===== config.mk =====
export PLATFORM = sky130hd
export DESIGN_NAME = ccd_channel_divider
export DESIGN_NICKNAME = d
export VERILOG_FILES = /design/src/design/ccd_pkg.sv /design/src/design/ccd_channel_divider.sv /design/src/design/ccd_div_core.sv
export SDC_FILE = /design/constraint.sdc
export NUM_CORES = 1
export LEC_CHECK = 0
export BUFFER_PORTS_ARGS = -buffer_cell sky130_fd_sc_hd__buf_2
export CAP_MARGIN = 20
export CORE_MARGIN = 3
export CORE_UTILIZATION = 55
export CTS_CLUSTER_SIZE = 24
export DETAILED_ROUTE_END_ITERATION = 8
export HOLD_SLACK_MARGIN = 0.06
export PLACE_DENSITY_LB_ADDON = 0.25
export SYNTH_ARGS = -nofsm -noshare
export SYNTH_HDL_FRONTEND = slang
export SYNTH_HIERARCHICAL = 1
export SYNTH_SLANG_ARGS = --single-unit
export TNS_END_PERCENT = 1

===== constraint.sdc =====
create_clock -name i_ref_clk -period 2.1 [get_ports i_ref_clk]
set_input_delay 0.42 -clock i_ref_clk [delete_from_list [all_inputs] [get_ports i_ref_clk]]
set_output_delay 0.42 -clock i_ref_clk [all_outputs]
set_load 0.005 [all_outputs]

===== src/design/ccd_pkg.sv =====
// constants and types shared by the channel clock divider files
package ccd_pkg;

    // register offsets
    localparam logic [9:0] REG_DUTY0  = 10'h190;
    localparam logic [9:0] REG_CTRL0  = 10'h191;
    localparam logic [9:0] REG_ROUTE0 = 10'h192;
    localparam logic [9:0] REG_DUTY1  = 10'h193;

    // reset values
    localparam logic [7:0] DUTY0_RST  = 8'h77;
    localparam logic [7:0] CTRL0_RST  = 8'h00;
    localparam logic [7:0] ROUTE0_RST = 8'h00;
    localparam logic [7:0] DUTY1_RST  = 8'h33;

    // duty count fields
    localparam int LOW_MSB  = 7;
    localparam int LOW_LSB  = 4;
    localparam int HIGH_MSB = 3;
    localparam int HIGH_LSB = 0;

    // divider control fields
    localparam int BYPASS_BIT   = 7;
    localparam int IGN_SYNC_BIT = 6;
    localparam int FORCE_BIT    = 5;
    localparam int START_BIT    = 4;
    localparam int PHASE_MSB    = 3;
    localparam int PHASE_LSB    = 0;

    // channel routing and power fields
    localparam int PD_BIT      = 2;
    localparam int DIRECT_BIT  = 1;
    localparam int DCC_OFF_BIT = 0;

    // global source select codes
    localparam logic [1:0] SRC_EXT   = 2'h0;
    localparam logic [1:0] SRC_NOCHG = 2'h1;
    localparam logic [1:0] SRC_VCO   = 2'h2;

    // pin synchroniser depth
    localparam int SYNC_STAGES = 3;

    typedef enum logic [1:0] {
        ROUTE_OFF = 2'b00,
        ROUTE_DIV = 2'b01,
        ROUTE_VCO = 2'b10,
        ROUTE_EXT = 2'b11
    } ccd_route_e;

    typedef enum logic [1:0] {
        DIV_HOLD  = 2'b00,
        DIV_DELAY = 2'b01,
        DIV_RUN   = 2'b10
    } ccd_div_state_e;

endpackage


===== src/design/ccd_channel_divider.sv =====
// channel clock divider: registers, sync handling and output routing
module ccd_channel_divider (
    // clock and reset
    input  wire logic       i_ref_clk,
    input  wire logic       i_rst,
    // register port
    input  wire logic [9:0] i_reg_addr,
    input  wire logic       i_reg_wr,
    input  wire logic       i_reg_rd,
    input  wire logic [7:0] i_reg_wdata,
    output logic      [7:0] o_reg_rdata,
    // chip-level controls
    input  wire logic       i_sync,
    input  wire logic [1:0] i_src_sel,
    // channel outputs
    output logic            o_channel_output_a,
    output logic            o_channel_output_b,
    output logic            o_channel_output_c,
    output logic      [1:0] o_chan_route,
    // divider status
    output logic            o_div_bypass,
    output logic            o_div_running,
    output logic            o_dcc_enable,
    // second divider fields
    output logic      [3:0] o_div1_low_cnt,
    output logic      [3:0] o_div1_high_cnt
);

    logic [7:0] duty0;
    logic [7:0] ctrl0;
    logic [7:0] route0;
    logic [7:0] duty1;
    logic [ccd_pkg::SYNC_STAGES-1:0] sync_ff;
    logic       sync_q;
    logic       ignore_sync;
    logic       static_high;
    logic       held;
    logic       run;
    logic       div_level;
    logic [2:0] chan_out;
    ccd_pkg::ccd_route_e next_route;

    function automatic logic hit(input logic [9:0] addr,
                                 input logic [9:0] offset);
        return addr == offset;
    endfunction

    // registers
    always_ff @(posedge i_ref_clk) begin
        if (i_rst) begin
            duty0 <= ccd_pkg::DUTY0_RST;
        end else if (i_reg_wr && hit(i_reg_addr, ccd_pkg::REG_DUTY0)) begin
            duty0 <= i_reg_wdata;
        end
    end

    always_ff @(posedge i_ref_clk) begin
        if (i_rst) begin
            ctrl0 <= ccd_pkg::CTRL0_RST;
        end else if (i_reg_wr && hit(i_reg_addr, ccd_pkg::REG_CTRL0)) begin
            ctrl0 <= i_reg_wdata;
        end
    end

    always_ff @(posedge i_ref_clk) begin
        if (i_rst) begin
            route0 <= ccd_pkg::ROUTE0_RST;
        end else if (i_reg_wr && hit(i_reg_addr, ccd_pkg::REG_ROUTE0)) begin
            route0 <= i_reg_wdata;
        end
    end

    always_ff @(posedge i_ref_clk) begin
        if (i_rst) begin
            duty1 <= ccd_pkg::DUTY1_RST;
        end else if (i_reg_wr && hit(i_reg_addr, ccd_pkg::REG_DUTY1)) begin
            duty1 <= i_reg_wdata;
        end
    end

    // read data; unmapped offsets read zero
    always_ff @(posedge i_ref_clk) begin
        if (i_rst) begin
            o_reg_rdata <= 8'h00;
        end else if (i_reg_rd) begin
            if (hit(i_reg_addr, ccd_pkg::REG_DUTY0)) begin
                o_reg_rdata <= duty0;
            end else if (hit(i_reg_addr, ccd_pkg::REG_CTRL0)) begin
                o_reg_rdata <= ctrl0;
            end else if (hit(i_reg_addr, ccd_pkg::REG_ROUTE0)) begin
                o_reg_rdata <= route0;
            end else if (hit(i_reg_addr, ccd_pkg::REG_DUTY1)) begin
                o_reg_rdata <= duty1;
            end else begin
                o_reg_rdata <= 8'h00;
            end
        end
    end

    // sync pin: accepted only once stages two and three agree
    always_ff @(posedge i_ref_clk) begin
        if (i_rst) begin
            sync_ff <= '0;
        end else begin
            sync_ff <= {sync_ff[ccd_pkg::SYNC_STAGES-2:0], i_sync};
        end
    end

    always_ff @(posedge i_ref_clk) begin
        if (i_rst) begin
            sync_q <= 1'b0;
        end else if (sync_ff[1] == sync_ff[2]) begin
            sync_q <= sync_ff[2];
        end
    end

    // divider control
    assign ignore_sync = ctrl0[ccd_pkg::IGN_SYNC_BIT];
    assign held        = sync_q && !ignore_sync;
    // forced high only counts with sync ignored, else the divider runs as usual
    assign static_high = ctrl0[ccd_pkg::FORCE_BIT] && ignore_sync;
    assign run = !ctrl0[ccd_pkg::BYPASS_BIT] && !held && !static_high;

    ccd_div_core u_div0 (
        .i_ref_clk   (i_ref_clk),
        .i_rst       (i_rst),
        .i_run       (run),
        .i_hold_level(static_high),
        .i_start_high(ctrl0[ccd_pkg::START_BIT]),
        .i_low_cnt   (duty0[ccd_pkg::LOW_MSB:ccd_pkg::LOW_LSB]),
        .i_high_cnt  (duty0[ccd_pkg::HIGH_MSB:ccd_pkg::HIGH_LSB]),
        .i_phase     (ctrl0[ccd_pkg::PHASE_MSB:ccd_pkg::PHASE_LSB]),
        .o_level     (div_level),
        .o_running   (o_div_running)
    );

    // route selection; an undefined source code changes nothing
    always_comb begin
        if (route0[ccd_pkg::PD_BIT]) begin
            next_route = ccd_pkg::ROUTE_OFF;
        end else if (!route0[ccd_pkg::DIRECT_BIT]) begin
            next_route = ccd_pkg::ROUTE_DIV;
        end else if (i_src_sel == ccd_pkg::SRC_VCO) begin
            next_route = ccd_pkg::ROUTE_VCO;
        end else if (i_src_sel == ccd_pkg::SRC_EXT) begin
            next_route = ccd_pkg::ROUTE_EXT;
        end else begin
            next_route = ccd_pkg::ROUTE_DIV;
        end
    end

    always_ff @(posedge i_ref_clk) begin
        if (i_rst) begin
            o_chan_route <= ccd_pkg::ROUTE_DIV;
        end else begin
            o_chan_route <= next_route;
        end
    end

    // the three outputs carry the divider level only on the divider route
    generate
        for (genvar g = 0; g < 3; g++) begin : g_out
            always_ff @(posedge i_ref_clk) begin
                if (i_rst) begin
                    chan_out[g] <= 1'b0;
                end else begin
                    chan_out[g] <= (next_route == ccd_pkg::ROUTE_DIV) &&
                                   div_level;
                end
            end
        end
    endgenerate

    assign o_channel_output_a = chan_out[0];
    assign o_channel_output_b = chan_out[1];
    assign o_channel_output_c = chan_out[2];

    // status flags
    always_ff @(posedge i_ref_clk) begin
        if (i_rst) begin
            o_div_bypass <= 1'b0;
        end else begin
            o_div_bypass <= ctrl0[ccd_pkg::BYPASS_BIT];
        end
    end

    always_ff @(posedge i_ref_clk) begin
        if (i_rst) begin
            o_dcc_enable <= 1'b1;
        end else begin
            o_dcc_enable <= !route0[ccd_pkg::DCC_OFF_BIT];
        end
    end

    assign o_div1_low_cnt  = duty1[ccd_pkg::LOW_MSB:ccd_pkg::LOW_LSB];
    assign o_div1_high_cnt = duty1[ccd_pkg::HIGH_MSB:ccd_pkg::HIGH_LSB];

    // helper logic for the checks below
    logic       level_d;
    logic [4:0] seg_len;
    logic [4:0] last_high;
    logic       seg_ok;
    logic       wr_d;
    logic [4:0] wait_cnt;

    always_ff @(posedge i_ref_clk) begin
        if (i_rst) begin
            level_d   <= 1'b0;
            seg_len   <= 5'h00;
            last_high <= 5'h00;
            seg_ok    <= 1'b0;
            wr_d      <= 1'b0;
        end else begin
            level_d <= div_level;
            wr_d    <= i_reg_wr;
            if (div_level != level_d) begin
                seg_len <= 5'h01;
                // a write landing with the reload edge changes the count late
                seg_ok  <= o_div_running && !i_reg_wr && !wr_d;
                if (level_d) begin
                    last_high <= (seg_ok && !i_reg_wr) ? seg_len : 5'h00;
                end
            end else begin
                if (seg_len != 5'h1F) begin
                    seg_len <= seg_len + 5'h01;
                end
                if (!o_div_running || i_reg_wr) begin
                    seg_ok <= 1'b0;
                end
            end
        end
    end

    always_ff @(posedge i_ref_clk) begin
        if (i_rst || !run) begin
            wait_cnt <= 5'h00;
        end else if (!o_div_running) begin
            wait_cnt <= wait_cnt + 5'h01;
        end
    end
endmodule


===== src/design/ccd_div_core.sv =====
// high/low counting core of one channel divider
module ccd_div_core (
    // clock and reset
    input  wire logic       i_ref_clk,
    input  wire logic       i_rst,
    // control
    input  wire logic       i_run,
    input  wire logic       i_hold_level,
    input  wire logic       i_start_high,
    input  wire logic [3:0] i_low_cnt,
    input  wire logic [3:0] i_high_cnt,
    input  wire logic [3:0] i_phase,
    // divided output and running flag
    output logic            o_level,
    output logic            o_running
);

    ccd_pkg::ccd_div_state_e state;
    logic [3:0]              cnt;

    // cycles minus one spent at the given level
    function automatic logic [3:0] half_len(input logic       lvl,
                                            input logic [3:0] lo,
                                            input logic [3:0] hi);
        return lvl ? hi : lo;
    endfunction

    always_ff @(posedge i_ref_clk) begin
        if (i_rst) begin
            state <= ccd_pkg::DIV_HOLD;
        end else begin
            unique case (state)
                ccd_pkg::DIV_HOLD: begin
                    if (i_run && i_phase == 4'h0) begin
                        state <= ccd_pkg::DIV_RUN;
                    end else if (i_run) begin
                        state <= ccd_pkg::DIV_DELAY;
                    end
                end
                ccd_pkg::DIV_DELAY: begin
                    if (!i_run) begin
                        state <= ccd_pkg::DIV_HOLD;
                    end else if (cnt == 4'h0) begin
                        state <= ccd_pkg::DIV_RUN;
                    end
                end
                ccd_pkg::DIV_RUN: begin
                    if (!i_run) begin
                        state <= ccd_pkg::DIV_HOLD;
                    end
                end
                default: state <= ccd_pkg::DIV_HOLD;
            endcase
        end
    end

    always_ff @(posedge i_ref_clk) begin
        if (i_rst) begin
            cnt <= 4'h0;
        end else begin
            unique case (state)
                ccd_pkg::DIV_HOLD: begin
                    if (i_phase == 4'h0) begin
                        cnt <= half_len(i_start_high, i_low_cnt, i_high_cnt);
                    end else begin
                        cnt <= i_phase - 4'h1;
                    end
                end
                ccd_pkg::DIV_DELAY: begin
                    if (cnt == 4'h0) begin
                        cnt <= half_len(i_start_high, i_low_cnt, i_high_cnt);
                    end else begin
                        cnt <= cnt - 4'h1;
                    end
                end
                ccd_pkg::DIV_RUN: begin
                    if (cnt == 4'h0) begin
                        cnt <= half_len(~o_level, i_low_cnt, i_high_cnt);
                    end else begin
                        cnt <= cnt - 4'h1;
                    end
                end
                default: cnt <= 4'h0;
            endcase
        end
    end

    always_ff @(posedge i_ref_clk) begin
        if (i_rst) begin
            o_level <= 1'b0;
        end else begin
            unique case (state)
                ccd_pkg::DIV_HOLD: begin
                    if (i_run && i_phase == 4'h0) begin
                        o_level <= i_start_high;
                    end else begin
                        o_level <= i_hold_level;
                    end
                end
                ccd_pkg::DIV_DELAY: begin
                    if (cnt == 4'h0) begin
                        o_level <= i_start_high;
                    end
                end
                ccd_pkg::DIV_RUN: begin
                    if (cnt == 4'h0) begin
                        o_level <= ~o_level;
                    end
                end
                default: o_level <= 1'b0;
            endcase
        end
    end

    assign o_running = (state == ccd_pkg::DIV_RUN);

endmodule


# After elaboration in Yosys (flattened, before gate mapping)
# Index checks and enable logic that the tools add are counted.
# totals
regBits,56
mem_bits_rw,0
in_bits,25
wordCells,76
n_memories,0
latchBits,0
out_inout_bits,24
romBits,0
# classes
shifts,0
div_mod_pow,0
multipliers,0
n_lt_le_gt_ge,0
bitwise_logic,1
mux,24
n_reduce_logical,21
n_eq_ne,14
addsub,2
# op_table
op,count
equality test 10 x 9 -> 1 bit (second input constant),4
two-way mux 8 bit,4
two-way mux 4 bit,5
two-way mux 2 bit,9
one-hot mux 4 bit (3 select lines),1
logical AND 1 bit,10
logical NOT 4 bit,2
subtractor 4 x 1 -> 4 bit (second input constant),2
one-hot mux 2 bit (3 select lines),1
logical NOT 1 bit,5
equality test 2 x 1 -> 1 bit (second input constant),2
equality test 2 bit (second input constant),2
logical NOT 2 bit,2
!= test 2 x 1 -> 1 bit (second input constant),2
two-way mux 1 bit,3
!= test 3 x 1 -> 1 bit (second input constant),1
!= test 3 bit (second input constant),1
one-hot mux 1 bit (3 select lines),1
AND reduction 3 bit,1
!= test 2 bit (second input constant),1
AND reduction 2 bit,1
equality test 1 bit,1
NOT 1 bit,1

# Logic depth before layout (Yosys ltp)
# depth
word_depth,8
mapped_depth,6
mapped_depth_nobuf,6

# By module
# The synthesis kept the hierarchy.
# by_module_without_submodules
module,instances,cells_per_inst,area_per_inst_um2,seq_area_each_um2
ccd_channel_divider,1,195,2129.5,980.9
ccd_div_core,1,85,684.4,140.1

# Least setup slack after synthesis
# Ideal clock, no wire load.
# synth_path
kind,input to register
start,input port i_reg_addr[3]
end,register route0[3]
path_stages,4
t_required_ns,1.979
slack_ns,0.222
t_arrival_ns,1.757
setup_ns,0.121
n_path_buf,1
path_cell_list,or4b_4 or4_4 buf_6 mux2i_1
# synth_via
elab_chain_len,2
# synth_rtl
item,line,rtl
from (decl),ccd_channel_divider.sv:7,"input wire logic [9:0] i_reg_addr,"
equality test 10 x 9 -> 1 bit,ccd_channel_divider.sv:45,return addr == offset;
logical AND 1 bit,ccd_channel_divider.sv:68,"end else if (i_reg_wr && hit(i_reg_addr, ccd_pkg::REG_ROUTE0)) begin"
to (signal assigned),ccd_channel_divider.sv:67,route0 <= ccd_pkg::ROUTE0_RST;
to (signal assigned),ccd_channel_divider.sv:69,route0 <= i_reg_wdata;
to (decl),ccd_channel_divider.sv:31,logic [7:0] route0;
# No other way between the ends.
# A chain may end at the register's enable or synchronous reset.

# Final worst setup path
# layout_path
start,register ctrl0[0]
end,register u_div0.o_level
# layout_via
elab_chain_len,4
# layout_rtl
item,line,rtl
from (decl),ccd_channel_divider.sv:30,logic [7:0] ctrl0;
from (signal assigned),ccd_channel_divider.sv:59,ctrl0 <= ccd_pkg::CTRL0_RST;
from (signal assigned),ccd_channel_divider.sv:61,ctrl0 <= i_reg_wdata;
logical NOT 4 bit,ccd_div_core.sv:94,if (i_run && i_phase == 4'h0) begin
logical AND 1 bit,ccd_div_core.sv:94,
two-way mux 1 bit,ccd_div_core.sv:94,
one-hot mux 1 bit (3 select lines),ccd_div_core.sv:92,unique case (state)
to (signal assigned),ccd_div_core.sv:95,o_level <= i_start_high;
to (signal assigned),ccd_div_core.sv:97,o_level <= i_hold_level;
to (signal assigned),ccd_div_core.sv:102,o_level <= i_start_high;
to (decl),ccd_div_core.sv:14,"output logic o_level,"
# No other way between the ends.

==> metrics.log <==
INFO  metric outcome = finished clean
INFO  metric layout.nets = 352
INFO  metric wl_per_instance = 15.5 um
INFO  metric numCtsBuffers = 5
INFO  metric cellLeakagePower = 1.44 nW
INFO  metric initial_core_util = 58.0%
INFO  metric total_number_of_yosys_warnings = 6
INFO  metric synthesized_netlist_cell_count = 280
INFO  metric final-instance-count-excl-fill = between 300 and 400
INFO  metric viasPerCell = 5.68
INFO  metric setup.worst_path.class = flip-flop to flip-flop
INFO  metric nFillCells = 384
INFO  metric die_h = 77.5 um
INFO  metric sw_frac_of_total = a little under a quarter
INFO  metric drv.max_cap_violation_count = 0
INFO  metric fraction_of_layout_instances_using_a_drive_strength_above_1 = 25.0%
INFO  metric postRouteWirelength = 6040 um
INFO  metric vdd.ir_drop.worst = 424 uV
INFO  metric setup_viol = 0
INFO  metric power.net_switching = between 0.0004 and 0.0005 W
INFO  metric fraction_of_registers_with_async_set_or_reset_after_synthesis = 0%
INFO  metric synth_seq_area_share = 39.8%
INFO  metric pwr-share-clk = 37.0%
INFO  metric core_region_area = 4850 um2
INFO  metric grt_setup_unrepaired = no
INFO  metric place_area = 3100 um2
INFO  metric antenna_cells_inserted = 0
INFO  metric postSynthRegisterBits = between 50 and 60
INFO  metric holdBufCountCts = 0
INFO  metric timing_hold_violations_final = 0
INFO  metric htree_num_levels = 2
INFO  metric totalNegativeSetupSlack = 0 ns
INFO  metric yosys.cell_count.top_type = sky130_fd_sc_hd__dfxtp_1
INFO  metric grt_use_total = 21.3%
INFO  metric category_of_the_worst_setup_path_capture_point = flip-flop
INFO  metric place_hpwl = ~4500 um
INFO  metric drt.antenna.violating_nets = 0
INFO  metric cts_tree = built
INFO  metric gp_congestion = between 0.7 and 0.8
INFO  metric drcViolationCount = 0
INFO  metric worst_setup_path_start_kind = flip-flop
INFO  metric fmax = approximately 540 MHz
INFO  metric synth-edff-count = 0
INFO  metric grt_first_pass_wirelength = between 10000 and 15000 um
INFO  metric detailed_router_s_first_iteration_violation_count = between 100 and 150
INFO  metric synth_common_cells = 56 x sky130_fd_sc_hd__dfxtp_1, 40 x sky130_fd_sc_hd__mux2i_1, 35 x sky130_fd_sc_hd__nand2b_1
INFO  metric std_cell_rows = 25
INFO  metric worst_slew_margin_rel = 54.0%
INFO  metric finalMaxSlewViolations = 0
INFO  metric worst_skew_pair.late_latency = between 0.3 and 0.4 ns
INFO  metric die_area = between 6000 and 7000 um2
INFO  metric preCtsSetupSlack = 0.0725 ns
INFO  metric buffer_ports.inserted = 48
INFO  metric syn_area_per_cell = between 10 and 15 um2
INFO  metric overall_die_width = 77.5 um
INFO  metric yosysTopAreaCellShare = 39.8%
INFO  metric postCtsSetupBuffers = 0
INFO  metric pin_count_of_the_biggest_net_entering_global_routing = 43
INFO  metric finalInstanceArea = ~3200 um2
INFO  metric cts.repair.resized = 0
INFO  metric via_count = 2222
INFO  metric gr-total-overflow = 0
INFO  metric internal_power = ~0.0016 W
INFO  metric layout-area-overhead-vs-synth = 14.5%
INFO  metric ys_dominant_reg_cell = sky130_fd_sc_hd__dfxtp_1
INFO  metric yosys.cell_types.count = 50
INFO  metric post-route-worst-setup-slack = 0.250 ns
INFO  metric clk_pin_slew = 0.09 ns
INFO  metric post_synth_main_area_contributors = sky130_fd_sc_hd__dfxtp_1 40%, sky130_fd_sc_hd__mux2i_1 14%, sky130_fd_sc_hd__nand2b_1 7.8%
INFO  metric timing.critical_path.arrival = 2.06 ns
INFO  metric timing.critical_path.fanout_max = 10
INFO  metric worst_hold_path_type = input port to flip-flop
INFO  metric seq_power_share = a little over half
INFO  metric timing.final.crit_share = 88.1%
INFO  metric clock_sinks = 56
INFO  metric ios = 49
INFO  metric mappedNetlistNets = 309
INFO  metric period_minus_slack = 1.85 ns
INFO  metric dr.pass1.iters = 4
INFO  metric worst_clock_skew = 0.00368 ns
INFO  metric placed_cells = 383
INFO  metric antenna_found_initial = 0
INFO  metric cellPowerDensity = 641 nW/um2
INFO  metric root_buffer = sky130_fd_sc_hd__clkbuf_8
INFO  metric synthDominantAreaCellType = sky130_fd_sc_hd__dfxtp_1
INFO  metric first_global_vias = 2184
INFO  metric synthesis.area = between 2000 and 3000 um2
INFO  metric max-clock-path-buffers = 2
INFO  metric worst-slew-pin-transition = 0.690 ns
INFO  metric p_comb_share = 9.9%
INFO  metric critPathRequiredTime = roughly 2.3 ns
-- power groups by stage --
stage	clock (W)	combinational [W]	sequential (W)
after floorplan	0	0.000151	0.00111
after global placement	0	0.000199	0.00112
after detailed placement	0	0.000204	0.00112
after CTS	0.000786	0.000205	0.00110
after global routing	0.000818	0.000229	0.00110
final	0.000763	0.000204	0.00110
-- final cells by class --
cell class	instances	area, um2	area share (%)
Timing Repair Buffer	54	285	8.85
Clock buffer	7	96.3	2.99
Clock inverter	1	30.0	0.932
Multi-Input combinational cell	198	1580	48.9
Sequential cell	56	1120	34.8
Inverter	8	30.0	0.932
Tap cell	67	83.8	2.60
-- critical path: stages, from the launching register on --
cell                        delay, ns
sky130_fd_sc_hd__dfxtp_1         0.37
sky130_fd_sc_hd__inv_1           0.11
sky130_fd_sc_hd__ha_1            0.20
sky130_fd_sc_hd__nor3b_4         0.40
sky130_fd_sc_hd__a31oi_1         0.14
sky130_fd_sc_hd__a31o_1          0.23
sky130_fd_sc_hd__a2111oi_2       0.30
-- registers in the layout (all words and copies together), names as in the netlist, 2 cells and up --
name          cells
ctrl0             8
duty0             8
duty1             8
o_chan_route      2
o_reg_rdata       8
route0            8
sync_ff           3
u_div0/cnt        4
u_div0/state      2
-- layout by cell type, fill, tap and decap left out, types with 7 or more instances in the layout --
| master | n |
|---|---|
| sky130_fd_sc_hd__a21o_1 | 8 |
| sky130_fd_sc_hd__a21oi_1 | 7 |
| sky130_fd_sc_hd__nor2_1 | 24 |
| sky130_fd_sc_hd__o21ai_0 | 7 |
| sky130_fd_sc_hd__nor3b_1 | 8 |
| sky130_fd_sc_hd__inv_1 | 8 |
| sky130_fd_sc_hd__dfxtp_1 | 56 |
| sky130_fd_sc_hd__nand2b_1 | 35 |
| sky130_fd_sc_hd__clkbuf_8 | 7 |
| sky130_fd_sc_hd__buf_2 | 48 |
| sky130_fd_sc_hd__mux4_2 | 8 |
| sky130_fd_sc_hd__mux2i_1 | 40 |
-- path summary, 6_finish.rpt --
check / depth (start not counted) / startpoint / slack (ns) / endpoint
setup / recovery: 6 / ctrl0[0] / 0.25 / u_div0/o_level
hold / removal: 2 / i_sync / 0.31 / sync_ff[0]
setup reg to reg: 6 / ctrl0[0] / 0.25 / u_div0/o_level
hold reg to reg: 1 / sync_ff[0] / 0.45 / sync_ff[1]
-- kinds of logic after synthesis --
family	after synthesis	share of synthesized area [%]
simple gates	104	23.0
flops	56	39.8
mux	48	20.6
compound gates	40	9.96
buf+inv	26	4.18
fa+ha+maj	4	1.78
xor+xnor	2	0.623
-- stage by stage --
step	hold WS (ns)	total power, W	util (%)
floorplan	0.388	0.00126	-
global placement	0.435	0.00132	63.8
detailed placement	0.429	0.00133	63.8
CTS	0.300	0.00209	66.5
global route	0.325	0.00215	66.5
finish	0.310	0.00206	66.5
-- metal layers --
metal,vias to the layer above,part of all wire (%),track usage (%)
met3,12,4.1,3.71
met4,0,2.2,9.96
met1,1080,45,26.2
met2,55,49,36.2
met5,-,0,0
li1,1075,-,-
Note: power is estimated with default switching activity, not from simulation.
